`src/nitfc_cfg.svh`:
```
// Register map, field positions and reset values of the NAND interface timing block
`ifndef NITFC_CFG_SVH
`define NITFC_CFG_SVH

`define NITFC_ADDR_ATTR   12'h10c
`define NITFC_ADDR_PW     12'h110
`define NITFC_ADDR_LB     12'h114
`define NITFC_ADDR_TG     12'h190
`define NITFC_ADDR_SA     12'h194
`define NITFC_CH_STRIDE   12'h008
`define NITFC_ADDR_CTL    12'h1e0
`define NITFC_ADDR_STS    12'h1e4

`define NITFC_ATTR_MASK   32'h0000_ffff
`define NITFC_ATTR_RST    32'h0000_8000
`define NITFC_PW_MASK     32'h0f1f_0f1f
`define NITFC_LB_MASK     32'h003f_7f7f
`define NITFC_TG_MASK     32'h7f7f_7f7f
`define NITFC_SA_MASK     32'hff1f_001f
`define NITFC_CTL_MASK    32'h0000_f107

`define NITFC_F_DQSC      13
`define NITFC_F_REC       12
`define NITFC_F_ODT       11:8
`define NITFC_F_WARM_RD   7:4
`define NITFC_F_WARM_WR   3:0
`define NITFC_F_WP        20:16
`define NITFC_F_RES       4:0
`define NITFC_F_W2R       30:24
`define NITFC_F_R2W       22:16
`define NITFC_F_B2R       14:8
`define NITFC_F_C2W       6:0
`define NITFC_F_PRE       31:28
`define NITFC_F_PST       27:24
`define NITFC_F_PSTH      20:16
`define NITFC_F_MODE      2:0
`define NITFC_F_OVR       8
`define NITFC_F_OVR_ODT   15:12

`define NITFC_ODT_MAX     4'h5
`define NITFC_ODT_OFF     4'h0
`define NITFC_WARM_1      4'h1
`define NITFC_WARM_2      4'h2
`define NITFC_WARM_4      4'h3

`endif

```
`src/nitfc_pkg.sv`:
```
// Types of the NAND interface timing block
package nitfc_pkg;

    typedef enum logic [2:0] {
        NITFC_PH_IDLE,
        NITFC_PH_GAP,
        NITFC_PH_PRE,
        NITFC_PH_WARM,
        NITFC_PH_DATA,
        NITFC_PH_POST,
        NITFC_PH_HOLD,
        NITFC_PH_TAIL
    } nitfc_phase_t;

    typedef enum logic [1:0] {
        NITFC_OP_READ,
        NITFC_OP_WRITE,
        NITFC_OP_TURN,
        NITFC_OP_NONE
    } nitfc_op_t;

    typedef enum logic [2:0] {
        NITFC_MODE_ASYNC,
        NITFC_MODE_DDR1,
        NITFC_MODE_NVDDR,
        NITFC_MODE_DDR2,
        NITFC_MODE_NVDDR2
    } nitfc_mode_t;

    typedef struct packed {
        nitfc_phase_t phase;
        logic         wr;
        logic [12:0]  cnt;
        logic [7:0]   beats;
        logic [2:0]   warm;
        logic         strobe;
        logic [4:0]   div;
        logic         iclk;
        logic         cap;
        logic         dreq;
    } nitfc_chan_t;

    typedef struct packed {
        logic [31:0]             attr;
        logic [31:0]             ctl;
        logic [31:0]             rdata;
        logic [3:0]              odt;
        logic [7:0][3:0][31:0]   tim;
        nitfc_chan_t [7:0]       ch;
    } nitfc_state_t;

endpackage : nitfc_pkg

```
`src/nitfc_top.sv`:
```
// Per-channel NAND interface timing registers and phase sequencers
//
// The address-and-strobe port is this design's own decision.
`timescale 1ns/1ps
`include "nitfc_cfg.svh"

module nitfc_top #(
    parameter int NCH = 8
) (
    input  wire logic                 clk_in,
    input  wire logic                 rst_b_in,
    input  wire logic [11:0]          addr_in,
    input  wire logic [31:0]          wdata_in,
    input  wire logic                 wr_in,
    input  wire logic                 rd_in,
    output logic      [31:0]          rdata_out,
    input  wire logic [NCH-1:0]       ch_start_in,
    input  wire nitfc_pkg::nitfc_op_t ch_op_in [NCH],
    input  wire logic [NCH-1:0][7:0]  ch_len_in,
    input  wire logic [NCH-1:0]       ch_abort_in,
    input  wire logic [NCH-1:0]       ch_rb_in,
    output logic      [NCH-1:0]       ch_busy_out,
    output logic      [NCH-1:0]       ch_re_n_out,
    output logic      [NCH-1:0]       ch_re_c_out,
    output logic      [NCH-1:0]       ch_re_c_oe_out,
    output logic      [NCH-1:0]       ch_dqs_out,
    output logic      [NCH-1:0]       ch_dqs_oe_out,
    output logic      [NCH-1:0]       ch_dqs_c_out,
    output logic      [NCH-1:0]       ch_dqs_c_oe_out,
    output logic      [NCH-1:0]       ch_iface_clk_out,
    output logic      [NCH-1:0]       ch_capture_out,
    output logic      [NCH-1:0]       ch_data_req_out,
    output logic      [3:0]           odt_sel_out
);
    import nitfc_pkg::*;

    nitfc_state_t              st_ff;
    nitfc_state_t              nxt_st;
    nitfc_chan_t [NCH-1:0]     nxt_ch;
    nitfc_mode_t               mode;

    assign mode = nitfc_mode_t'(st_ff.ctl[`NITFC_F_MODE]);

    function automatic logic [2:0] nitfc_warm(input logic [3:0] code);
        case (code)
            `NITFC_WARM_1: nitfc_warm = 3'h1;
            `NITFC_WARM_2: nitfc_warm = 3'h2;
            `NITFC_WARM_4: nitfc_warm = 3'h4;
            default:       nitfc_warm = 3'h0;
        endcase
    endfunction : nitfc_warm

    // Register file, read port and termination select
    always_comb begin
        logic [31:0] rval;
        logic [3:0]  odt_req;
        logic [11:0] off;
        off     = 12'h000;
        odt_req = 4'h0;
        rval   = 32'h0000_0000;
        nxt_st = st_ff;
        for (int c = 0; c < NCH; c++) begin
            off = `NITFC_CH_STRIDE * 12'(c);
            for (int k = 0; k < 4; k++) begin
                logic [11:0] base;
                logic [31:0] mask;
                base = 12'h000;
                mask = 32'h0000_0000;
                case (k)
                    0:       begin base = `NITFC_ADDR_PW; mask = `NITFC_PW_MASK; end
                    1:       begin base = `NITFC_ADDR_LB; mask = `NITFC_LB_MASK; end
                    2:       begin base = `NITFC_ADDR_TG; mask = `NITFC_TG_MASK; end
                    default: begin base = `NITFC_ADDR_SA; mask = `NITFC_SA_MASK; end
                endcase
                if (addr_in == base + off) begin
                    rval = st_ff.tim[c][k];
                    if (wr_in) begin
                        nxt_st.tim[c][k] = wdata_in & mask;
                    end
                end
            end
        end
        if (addr_in == `NITFC_ADDR_ATTR) begin
            rval = st_ff.attr;
            if (wr_in) begin
                nxt_st.attr = wdata_in & `NITFC_ATTR_MASK;
            end
        end
        if (addr_in == `NITFC_ADDR_CTL) begin
            rval = st_ff.ctl;
            if (wr_in) begin
                nxt_st.ctl = wdata_in & `NITFC_CTL_MASK;
            end
        end
        if (addr_in == `NITFC_ADDR_STS) begin
            rval = {12'h000, st_ff.odt, ch_rb_in, ch_busy_out};
        end
        nxt_st.rdata = rd_in ? rval : 32'h0000_0000;
        // Configure-command value wins over the field without touching it
        odt_req = st_ff.ctl[`NITFC_F_OVR] ? st_ff.ctl[`NITFC_F_OVR_ODT]
                                          : st_ff.attr[`NITFC_F_ODT];
        // Reserved codes fall back to no termination rather than a guess
        nxt_st.odt = (odt_req > `NITFC_ODT_MAX) ? `NITFC_ODT_OFF : odt_req;
        nxt_st.ch  = nxt_ch;
    end

    genvar i;
    generate
        for (i = 0; i < NCH; i++) begin : g_ch
            nitfc_chan_t c;
            logic        rd_act;
            logic        wr_act;

            assign c      = st_ff.ch[i];
            assign rd_act = !c.wr && (c.phase inside {NITFC_PH_PRE, NITFC_PH_WARM,
                                                      NITFC_PH_DATA, NITFC_PH_POST});
            assign wr_act = c.wr && (c.phase inside {NITFC_PH_PRE, NITFC_PH_WARM,
                                                     NITFC_PH_DATA, NITFC_PH_POST});

            always_comb begin
                nitfc_chan_t n;
                logic [31:0] t0;
                logic [31:0] t2;
                logic [31:0] t3;
                logic        nvddr;
                logic        iface_en;
                logic        tick;
                logic [12:0] beat_len;
                logic [12:0] pre_len;
                logic        last;
                n        = c;
                t0       = st_ff.tim[i][0];
                t2       = st_ff.tim[i][2];
                t3       = st_ff.tim[i][3];
                nvddr    = (mode == NITFC_MODE_NVDDR);
                n.cap    = 1'b0;
                n.dreq   = 1'b0;
                iface_en = 1'b0;
                // Free-running divider: half period of N+1 cycles
                if (c.div >= t0[`NITFC_F_RES]) begin
                    n.div    = 5'h00;
                    n.iclk   = ~c.iclk;
                    iface_en = ~c.iclk;
                end else begin
                    n.div = c.div + 5'h01;
                end
                // Amble and data phases step on the interface clock in NV-DDR
                tick = (nvddr && (c.phase inside {NITFC_PH_PRE, NITFC_PH_WARM, NITFC_PH_DATA,
                        NITFC_PH_POST, NITFC_PH_HOLD})) ? iface_en : 1'b1;
                beat_len = nvddr ? 13'h0000 : c.wr ? 13'(t0[`NITFC_F_WP])
                                                   : 13'(t0[`NITFC_F_RES]);
                pre_len  = (mode == NITFC_MODE_DDR2) ? 13'(t2[`NITFC_F_B2R])
                                                     : 13'(t3[`NITFC_F_PRE]);
                last     = (c.cnt == 13'h0000);
                case (c.phase)
                    NITFC_PH_IDLE: begin
                        if (ch_start_in[i]) begin
                            n.strobe = 1'b0;
                            n.beats  = ch_len_in[i];
                            case (ch_op_in[i])
                                NITFC_OP_READ: begin
                                    n.phase = NITFC_PH_GAP;
                                    n.wr    = 1'b0;
                                    n.cnt   = 13'(t2[`NITFC_F_B2R]);
                                    n.warm  = nitfc_warm(st_ff.attr[`NITFC_F_WARM_RD]);
                                end
                                NITFC_OP_WRITE: begin
                                    n.phase = NITFC_PH_GAP;
                                    n.wr    = 1'b1;
                                    n.cnt   = 13'(t2[`NITFC_F_C2W]);
                                    n.warm  = nitfc_warm(st_ff.attr[`NITFC_F_WARM_WR]);
                                end
                                NITFC_OP_TURN: begin
                                    n.phase = NITFC_PH_TAIL;
                                    n.cnt   = 13'(t2[`NITFC_F_W2R]);
                                end
                                default: begin
                                    n.phase = NITFC_PH_IDLE;
                                end
                            endcase
                        end
                    end
                    NITFC_PH_GAP: begin
                        if (!c.wr && !ch_rb_in[i]) begin
                            n.cnt = 13'(t2[`NITFC_F_B2R]);
                        end else if (last) begin
                            n.phase = NITFC_PH_PRE;
                            n.cnt   = pre_len;
                        end else begin
                            n.cnt = c.cnt - 13'h0001;
                        end
                    end
                    NITFC_PH_PRE: begin
                        if (tick) begin
                            if (!last) begin
                                n.cnt = c.cnt - 13'h0001;
                            end else if (c.warm != 3'h0) begin
                                n.phase = NITFC_PH_WARM;
                                n.cnt   = beat_len;
                            end else if (c.beats != 8'h00) begin
                                n.phase = NITFC_PH_DATA;
                                n.cnt   = beat_len;
                            end else begin
                                n.phase = NITFC_PH_POST;
                                n.cnt   = 13'(t3[`NITFC_F_PST]);
                            end
                        end
                    end
                    NITFC_PH_WARM: begin
                        if (tick) begin
                            if (!last) begin
                                n.cnt = c.cnt - 13'h0001;
                            end else begin
                                // Dummy beat: strobe moves, nothing is captured
                                n.strobe = ~c.strobe;
                                n.warm   = c.warm - 3'h1;
                                n.cnt    = beat_len;
                                if (c.warm == 3'h1) begin
                                    n.phase = (c.beats != 8'h00) ? NITFC_PH_DATA
                                                                 : NITFC_PH_POST;
                                    if (c.beats == 8'h00) begin
                                        n.cnt = 13'(t3[`NITFC_F_PST]);
                                    end
                                end
                            end
                        end
                    end
                    NITFC_PH_DATA: begin
                        if (tick) begin
                            if (!last) begin
                                n.cnt = c.cnt - 13'h0001;
                            end else begin
                                n.strobe = ~c.strobe;
                                n.cap    = !c.wr;
                                n.dreq   = c.wr;
                                n.beats  = c.beats - 8'h01;
                                n.cnt    = beat_len;
                                if (c.beats == 8'h01) begin
                                    n.phase = NITFC_PH_POST;
                                    n.cnt   = 13'(t3[`NITFC_F_PST]);
                                end
                            end
                        end
                    end
                    NITFC_PH_POST: begin
                        if (tick) begin
                            if (!last) begin
                                n.cnt = c.cnt - 13'h0001;
                            end else begin
                                n.phase = NITFC_PH_HOLD;
                                n.cnt   = 13'(t3[`NITFC_F_PSTH]);
                            end
                        end
                    end
                    NITFC_PH_HOLD: begin
                        if (tick) begin
                            if (!last) begin
                                n.cnt = c.cnt - 13'h0001;
                            end else if (!c.wr) begin
                                n.phase = NITFC_PH_TAIL;
                                n.cnt   = 13'(t2[`NITFC_F_R2W]);
                            end else begin
                                n.phase = NITFC_PH_IDLE;
                            end
                        end
                    end
                    NITFC_PH_TAIL: begin
                        if (last) begin
                            n.phase = NITFC_PH_IDLE;
                        end else begin
                            n.cnt = c.cnt - 13'h0001;
                        end
                    end
                    default: begin
                        n.phase = NITFC_PH_IDLE;
                    end
                endcase
                // Abort beats any phase; strobes go quiet for the whole gap while the interface clock runs on
                if (ch_abort_in[i]) begin
                    n.phase  = NITFC_PH_TAIL;
                    n.cnt    = 13'(t2[`NITFC_F_C2W]);
                    n.strobe = 1'b0;
                    n.warm   = 3'h0;
                    n.beats  = 8'h00;
                    n.cap    = 1'b0;
                    n.dreq   = 1'b0;
                end
                nxt_ch[i] = n;
            end

            assign ch_busy_out[i]      = (c.phase != NITFC_PH_IDLE);
            assign ch_re_n_out[i]      = !rd_act || c.strobe;
            assign ch_re_c_out[i]      = !(!rd_act || c.strobe);
            assign ch_re_c_oe_out[i]   = rd_act && st_ff.attr[`NITFC_F_REC];
            assign ch_dqs_out[i]       = wr_act && c.strobe;
            assign ch_dqs_oe_out[i]    = wr_act;
            assign ch_dqs_c_out[i]     = !(wr_act && c.strobe);
            assign ch_dqs_c_oe_out[i]  = wr_act && st_ff.attr[`NITFC_F_DQSC];
            assign ch_iface_clk_out[i] = c.iclk;
            assign ch_capture_out[i]   = c.cap;
            assign ch_data_req_out[i]  = c.dreq;
        end
    endgenerate

    assign rdata_out   = st_ff.rdata;
    assign odt_sel_out = st_ff.odt;

    always_ff @(posedge clk_in) begin
        if (!rst_b_in) begin
            st_ff      <= '0;
            st_ff.attr <= `NITFC_ATTR_RST;
        end else begin
            st_ff <= nxt_st;
        end
    end

endmodule : nitfc_top

```
`config.mk`:
```
export PLATFORM = sky130hd
export DESIGN_NAME = nitfc_top
export DESIGN_NICKNAME = d
export VERILOG_FILES = /design/src/nitfc_pkg.sv /design/src/nitfc_top.sv
export VERILOG_INCLUDE_DIRS = /design/src
export SDC_FILE = /design/constraint.sdc
export NUM_CORES = 2
export LEC_CHECK = 0
export BUFFER_PORTS_ARGS = -buffer_cell sky130_fd_sc_hd__buf_2
export CAP_MARGIN = 10
export CELL_PAD_IN_SITES_DETAIL_PLACEMENT = 1
export CELL_PAD_IN_SITES_GLOBAL_PLACEMENT = 1
export CORE_UTILIZATION = 41
export CTS_CLUSTER_SIZE = 24
export DETAILED_ROUTE_END_ITERATION = 7
export GPL_TIMING_DRIVEN = 1
export PLACE_DENSITY_LB_ADDON = 0.1
export SLEW_MARGIN = 20
export SYNTH_ARGS = -nofsm -noshare
export SYNTH_HDL_FRONTEND = slang
export SYNTH_SLANG_ARGS = --single-unit
```
`constraint.sdc`:
```
create_clock -name clk_in -period 3 [get_ports clk_in]
set_input_delay 0.6 -clock clk_in [delete_from_list [all_inputs] [get_ports clk_in]]
set_output_delay 0.6 -clock clk_in [all_outputs]
set_load 0.01 [all_outputs]
```
; Yosys cells after proc, flatten, opt, wreduce, memory -nomap -nowiden
; Index checks and enable logic that the tools add are counted.
[totals]
ff_bits = 1028
input_bits = 152
output_inout_bits = 124
word_cells = 1430
[op_classes]
addsub = 32
order_cmp = 9
n_eq_ne = 379
mux = 510
bitwise_logic = 42
reduce_logical = 333
[op_table]
columns = cell, n
row1 = $mux 13, 112
row2 = $mux 32, 31
row3 = $pmux 13 s8, 8
row4 = $mux 3, 144
row5 = $eq 12x9->1 const B, 35
row6 = $ne 3x3->1 const B, 128
row7 = $pmux 13 s3, 8
row8 = $mux 5, 48
row9 = $mux 29, 8
row10 = $pmux 3 s8, 8
row11 = $mux 21, 8
row12 = $mux 19, 8
row13 = $ne 2x2->1 const B, 72
row14 = $pmux 3 s2, 24
row15 = $reduce_and 9->1, 16
row16 = $pmux 8 s2, 8
row17 = $reduce_and 16->1, 8
row18 = $logic_not 13->1, 8
row19 = $sub 13x1->13 const B, 8
row20 = $eq 3x3->1 const B, 32
row21 = $reduce_bool 3->1, 24
row22 = $reduce_and 2->1, 35
row23 = $mux 4, 17
row24 = $eq 8x1->1 const B, 8
row25 = other kinds (43), 499

; Logic depth before layout (Yosys ltp)
[depth]
ltp_word = 36
ltp_mapped = 13
depth_no_buf = 11

; Least setup slack after synthesis
; No wires, ideal clock.
[synth_path]
path_type = input port to flip-flop
from = input addr_in[9]
to = register st_ff (netlist bit rdata_out[0])
setup_ps = 124
arrival_time_ps = 2915
required_ps = 2876
slack_ps = -39
stages = 12
n_path_buf = 3
path_cell_list = or4b_1 buf_2 buf_2 nor2_2 nand2_1 clkbuf_1 o211ai_1 a21oi_1 a2111oi_0 a21oi_1 o211ai_1 a21oi_1
[synth_via]
elab_chain_cells = 36
elab_cells_between_ends = 70
classes_between = eq/ne (35) / mux (35)
[synth_rtl]
columns = item, line_no
row1 = "start, declared", nitfc_top.sv:12  ; input wire logic [11:0] addr_in,
row2 = $eq 12x9->1, nitfc_top.sv:75  ; if (addr_in == base + off) begin
row3 = $mux 28 (2 in series), nitfc_top.sv:75
row4 = $mux 31, nitfc_top.sv:75
row5 = $mux 32 (29 in series), nitfc_top.sv:75
row6 = $mux 32, nitfc_top.sv:83  ; if (addr_in == `NITFC_ADDR_ATTR) begin
row7 = $mux 32, nitfc_top.sv:89  ; if (addr_in == `NITFC_ADDR_CTL) begin
row8 = $mux 20 *, nitfc_top.sv:95  ; if (addr_in == `NITFC_ADDR_STS) begin
row9 = "end signal, assigned", nitfc_top.sv:313  ; st_ff <= nxt_st;
row10 = "end, declared", nitfc_top.sv:37  ; nitfc_state_t st_ff;
; Mark *: on every way between the ends. The rest lies on a longest branch, timed or not.
; A chain may end at the register's enable or synchronous reset.

; Worst setup path in the final report
[layout_path]
from = input addr_in[7]
to = register st_ff (netlist bit rdata_out[11])
; The elaborated chain is that of the path after synthesis.

==> impl_metrics.py <==
metrics = {
    "global_routing": {
        "grt_max_degree": 139,
        "met2_usage": 0.670,
        "grt_use_met3": 0.0918,
        "busiest_layer": "met2",
        "grt_pass1_wl_mm": 472,
        "grt_pass1_vias": 66400,
        "grtUsageMet1": 0.602,
        "antenna_found_initial": 27,
        "track_usage": 0.453,
        "grt_remaining_overflow": 0,
    },
    "place": {
        "port_buffers": 273,
        "dp_slack_ps": -1290,
        "post-dp-hpwl_mm": 253,
        "place.gp.congestion": 1.12,
        "dp.cells": 10400,
        "place_area_um2": 66600,
    },
    "yosys": {
        "ys_seq_area_frac": 0.358,
        "synth_top_area_frac": 0.358,
        "avgSynthCellArea_um2": 7.16,
        "synthFlopType": "dfxtp_1",
        "netlist_area_um2": 57400,
        "synth_cells": 8024,
        "ys_ff_latch": 1027,
        "async_reset_ff_frac": 0,
        "synth-edff-count": 0,
        "synth_top_cell_by_area": "dfxtp_1",
        "synth_cell_types": 107,
        "synth.area.top_cells": "dfxtp_1 (36%), nand2_1 (12%), a21oi_1 (10%), o21ai_0 (3.8%), nor2_1 (3.6%)",
        "synth_warnings": 0,
    },
    "worst_setup_path": {
        "cp-start-kind": "input pin",
        "endpoint_kind": "register",
        "cp.required_ps": 3660,
        "crit_fanout": 7,
        "worstPathArrival_ps": 3720,
        "worstSetupPathType": "in2reg",
    },
    "floorplan": {
        "start_util": 0.416,
        "die_h_um": 376,
        "io_pins": 276,
        "dieArea_um2": 142000,
        "num_rows": 136,
        "core_um2": 138000,
        "die_x_um": 376,
    },
    "pwr": {
        "seq_power_share": 0.351,
        "p_comb_frac": 0.276,
        "p_clk_frac": 0.373,
        "power.net_switching_mw": 14.5,
        "internal_power_mw": 26.8,
        "swShare": 0.350,
        "pwr_density_cell_nw_per_um2": 581,
        "vdd_drop_max_mv": 0.530,
        "p_leak_nw": 26.4,
    },
    "route": {
        "finalWirelength_mm": 333,
        "via_per_inst": 6.44,
        "drt_first_pass_iters": 7,
        "routedWlPerCell_um": 31.2,
        "dr.first_iter.drc_count": 8841,
        "final_antenna_net_count": 0,
        "vias": 68800,
        "drc": 0,
    },
    "timing": {
        "setup_viol": 4,
        "fin_crit_ps": 3060,
        "fmax_ghz": 0.326,
        "worst_slack_ps": -64.5,
        "slew_headroom": 0.230,
        "tns_ps": -111,
        "rsz0062_at_grt": "true",
        "finalMaxSlewViolations": 0,
        "fin_crit_sh": 1.02,
        "fin_skew_ps": 24.6,
        "hold_violations": 0,
        "hold_slack_ps": 78.8,
        "worst_pin_slew_ps": 1150,
    },
    "status": {
        "status": "finished with violations",
        "violations": "setup timing",
    },
    "worst_hold_path": {
        "hp-class": "in2reg",
    },
    "clock_network": {
        "numClockSinks": 1027,
        "htree_levels": 3,
        "clock_path_buffers": 3,
        "cts_tree": "built",
        "cts-root-buf": "clkbuf_16",
        "cts_hold_buffers": 0,
        "cts.clk_slew.worst_paths_ps": 60,
        "clkLatencyLatePin_ps": 790,
        "numCtsBuffers": 116,
    },
    "finish": {
        "drive_above_1_share": 0.182,
        "final_area_um2": 71100,
        "area_growth_pct": 23.8,
        "fin_cells": 10700,
        "finalNetCount": 8982,
    },
    "run": {
        "drv_cap": 0,
    },
}
cell families after synthesis:
logic type               synth area share
AND/OR/NAND/NOR                     0.246
AO/OA/AOI/OAI                       0.270
flip-flops                          0.358
buffers and inverters              0.0641
adder cells (fa/ha/maj)            0.0281
multiplexers                       0.0193
XOR/XNOR                           0.0136
other                           0.0000653
layout make-up:
class / count / area (µm²)
diodes: 13 / 32.5
clock buffers: 154 / 3260
clock inverters: 63 / 773
fillers: 17200 / 67100
inverters: 208 / 790
multi-input cells: 6119 / 33600
flip-flops and latches: 1027 / 20600
well taps: 1863 / 2330
repair buffers: 1229 / 9700
metrics by stage:
step	power, mW	utilization
after global placement	25.2	0.482
final	41.3	0.514
after CTS	40.8	0.512
after global routing	42.6	0.514
after floorplan	21.3	-
after detailed placement	25.5	0.482
synthesized netlist by cell type, drive strengths merged, types with 59 or more instances:
master / instances
buf: 182
clkbuf: 490
o21ai: 437
nor3: 177
o211ai: 65
ha: 129
nand3: 206
nand2: 1905
a21oi: 1160
nor2: 551
a221oi: 73
dfxtp: 1027
inv: 204
a22oi: 129
nor4: 67
mux2i: 102
a211oi: 59
a31oi: 73
state kept, by name, indices dropped and copies added (netlist names):
signal            count
rdata_out            31
g_ch.c              272
ch_iface_clk_out      8
ch_capture_out        8
ch_data_req_out       8
odt_sel_out           4
g_ch.$15.t3         144
mode                  3
g_ch.$15.t2         224
st_ff               181
g_ch.$15.t0         144
power groups by stage:
stage	combinational, mW	clock, mW	sequential (mW)
after floorplan	6.72	0	14.6
after global placement	10.5	0	14.8
after detailed placement	10.7	0	14.8
after CTS	10.9	15.4	14.5
after global routing	12.1	15.9	14.6
final	11.4	15.4	14.5
timing repair:
item                                   CTS  global route
pin swaps                                2             6
cloned                                   1             0
resized for setup                       25            50
setup endpoints to repair               43            72
setup buffers                            7             6
endpoints found under the hold margin    0             0
worst max-delay path: stages:
cell and delay [ps]:
buf_2 220, buf_4 220, nor4bb_4 290, buf_4 210, nand3_1 130, buf_4 220, nor2_2 260, a2111oi_4 90
buf_4 160, o221ai_1 350, a31oi_1 150, buf_4 190, o21ai_1 320, a211o_1 220, a21oi_1 70
cells in the final DEF, fill, tap and decap left out, types with 41 or more instances in the layout:
master | netlist | final
a211oi_1 | 59 | 55
a21oi_1 | 1158 | 1153
a221oi_1 | 73 | 72
a22oi_1 | 129 | 129
a31oi_1 | 73 | 72
and2_1 | 54 | 54
buf_12 | 0 | 90
buf_2 | 57 | 267
buf_4 | 75 | 869
clkbuf_16 | 0 | 116
dfxtp_1 | 1027 | 1023
ha_1 | 129 | 129
inv_1 | 203 | 203
mux2i_1 | 102 | 102
nand2_1 | 1905 | 1903
nand3_1 | 206 | 206
nor2_1 | 549 | 542
nor2b_1 | 41 | 41
nor3_1 | 168 | 158
nor4_1 | 65 | 61
o211ai_1 | 65 | 65
o21ai_0 | 434 | 431
o221ai_1 | 54 | 52
o22ai_1 | 51 | 51
xnor2_1 | 47 | 47
xor2_1 | 42 | 42
path summary, 6_finish.rpt:
check                              startpoint            end  slack (ps)  cells past startpoint
worst max register to register  g_ch[4].c[26]  g_ch[4].c[26]          80                     11
worst max-delay path               addr_in[7]  rdata_out[11]         -60                     15
worst min register to register     st_ff[342]     st_ff[342]         460                      2
worst min-delay path             wdata_in[15]    st_ff[1403]          80                      3
routing by layer:
layer  vias up  share of wire
li1      29700              -
met1     34100           0.40
met2      3915           0.42
met3      1016           0.10
met4        20          0.074
met5         -        0.00036
Power figures use the tool's default switching activity.
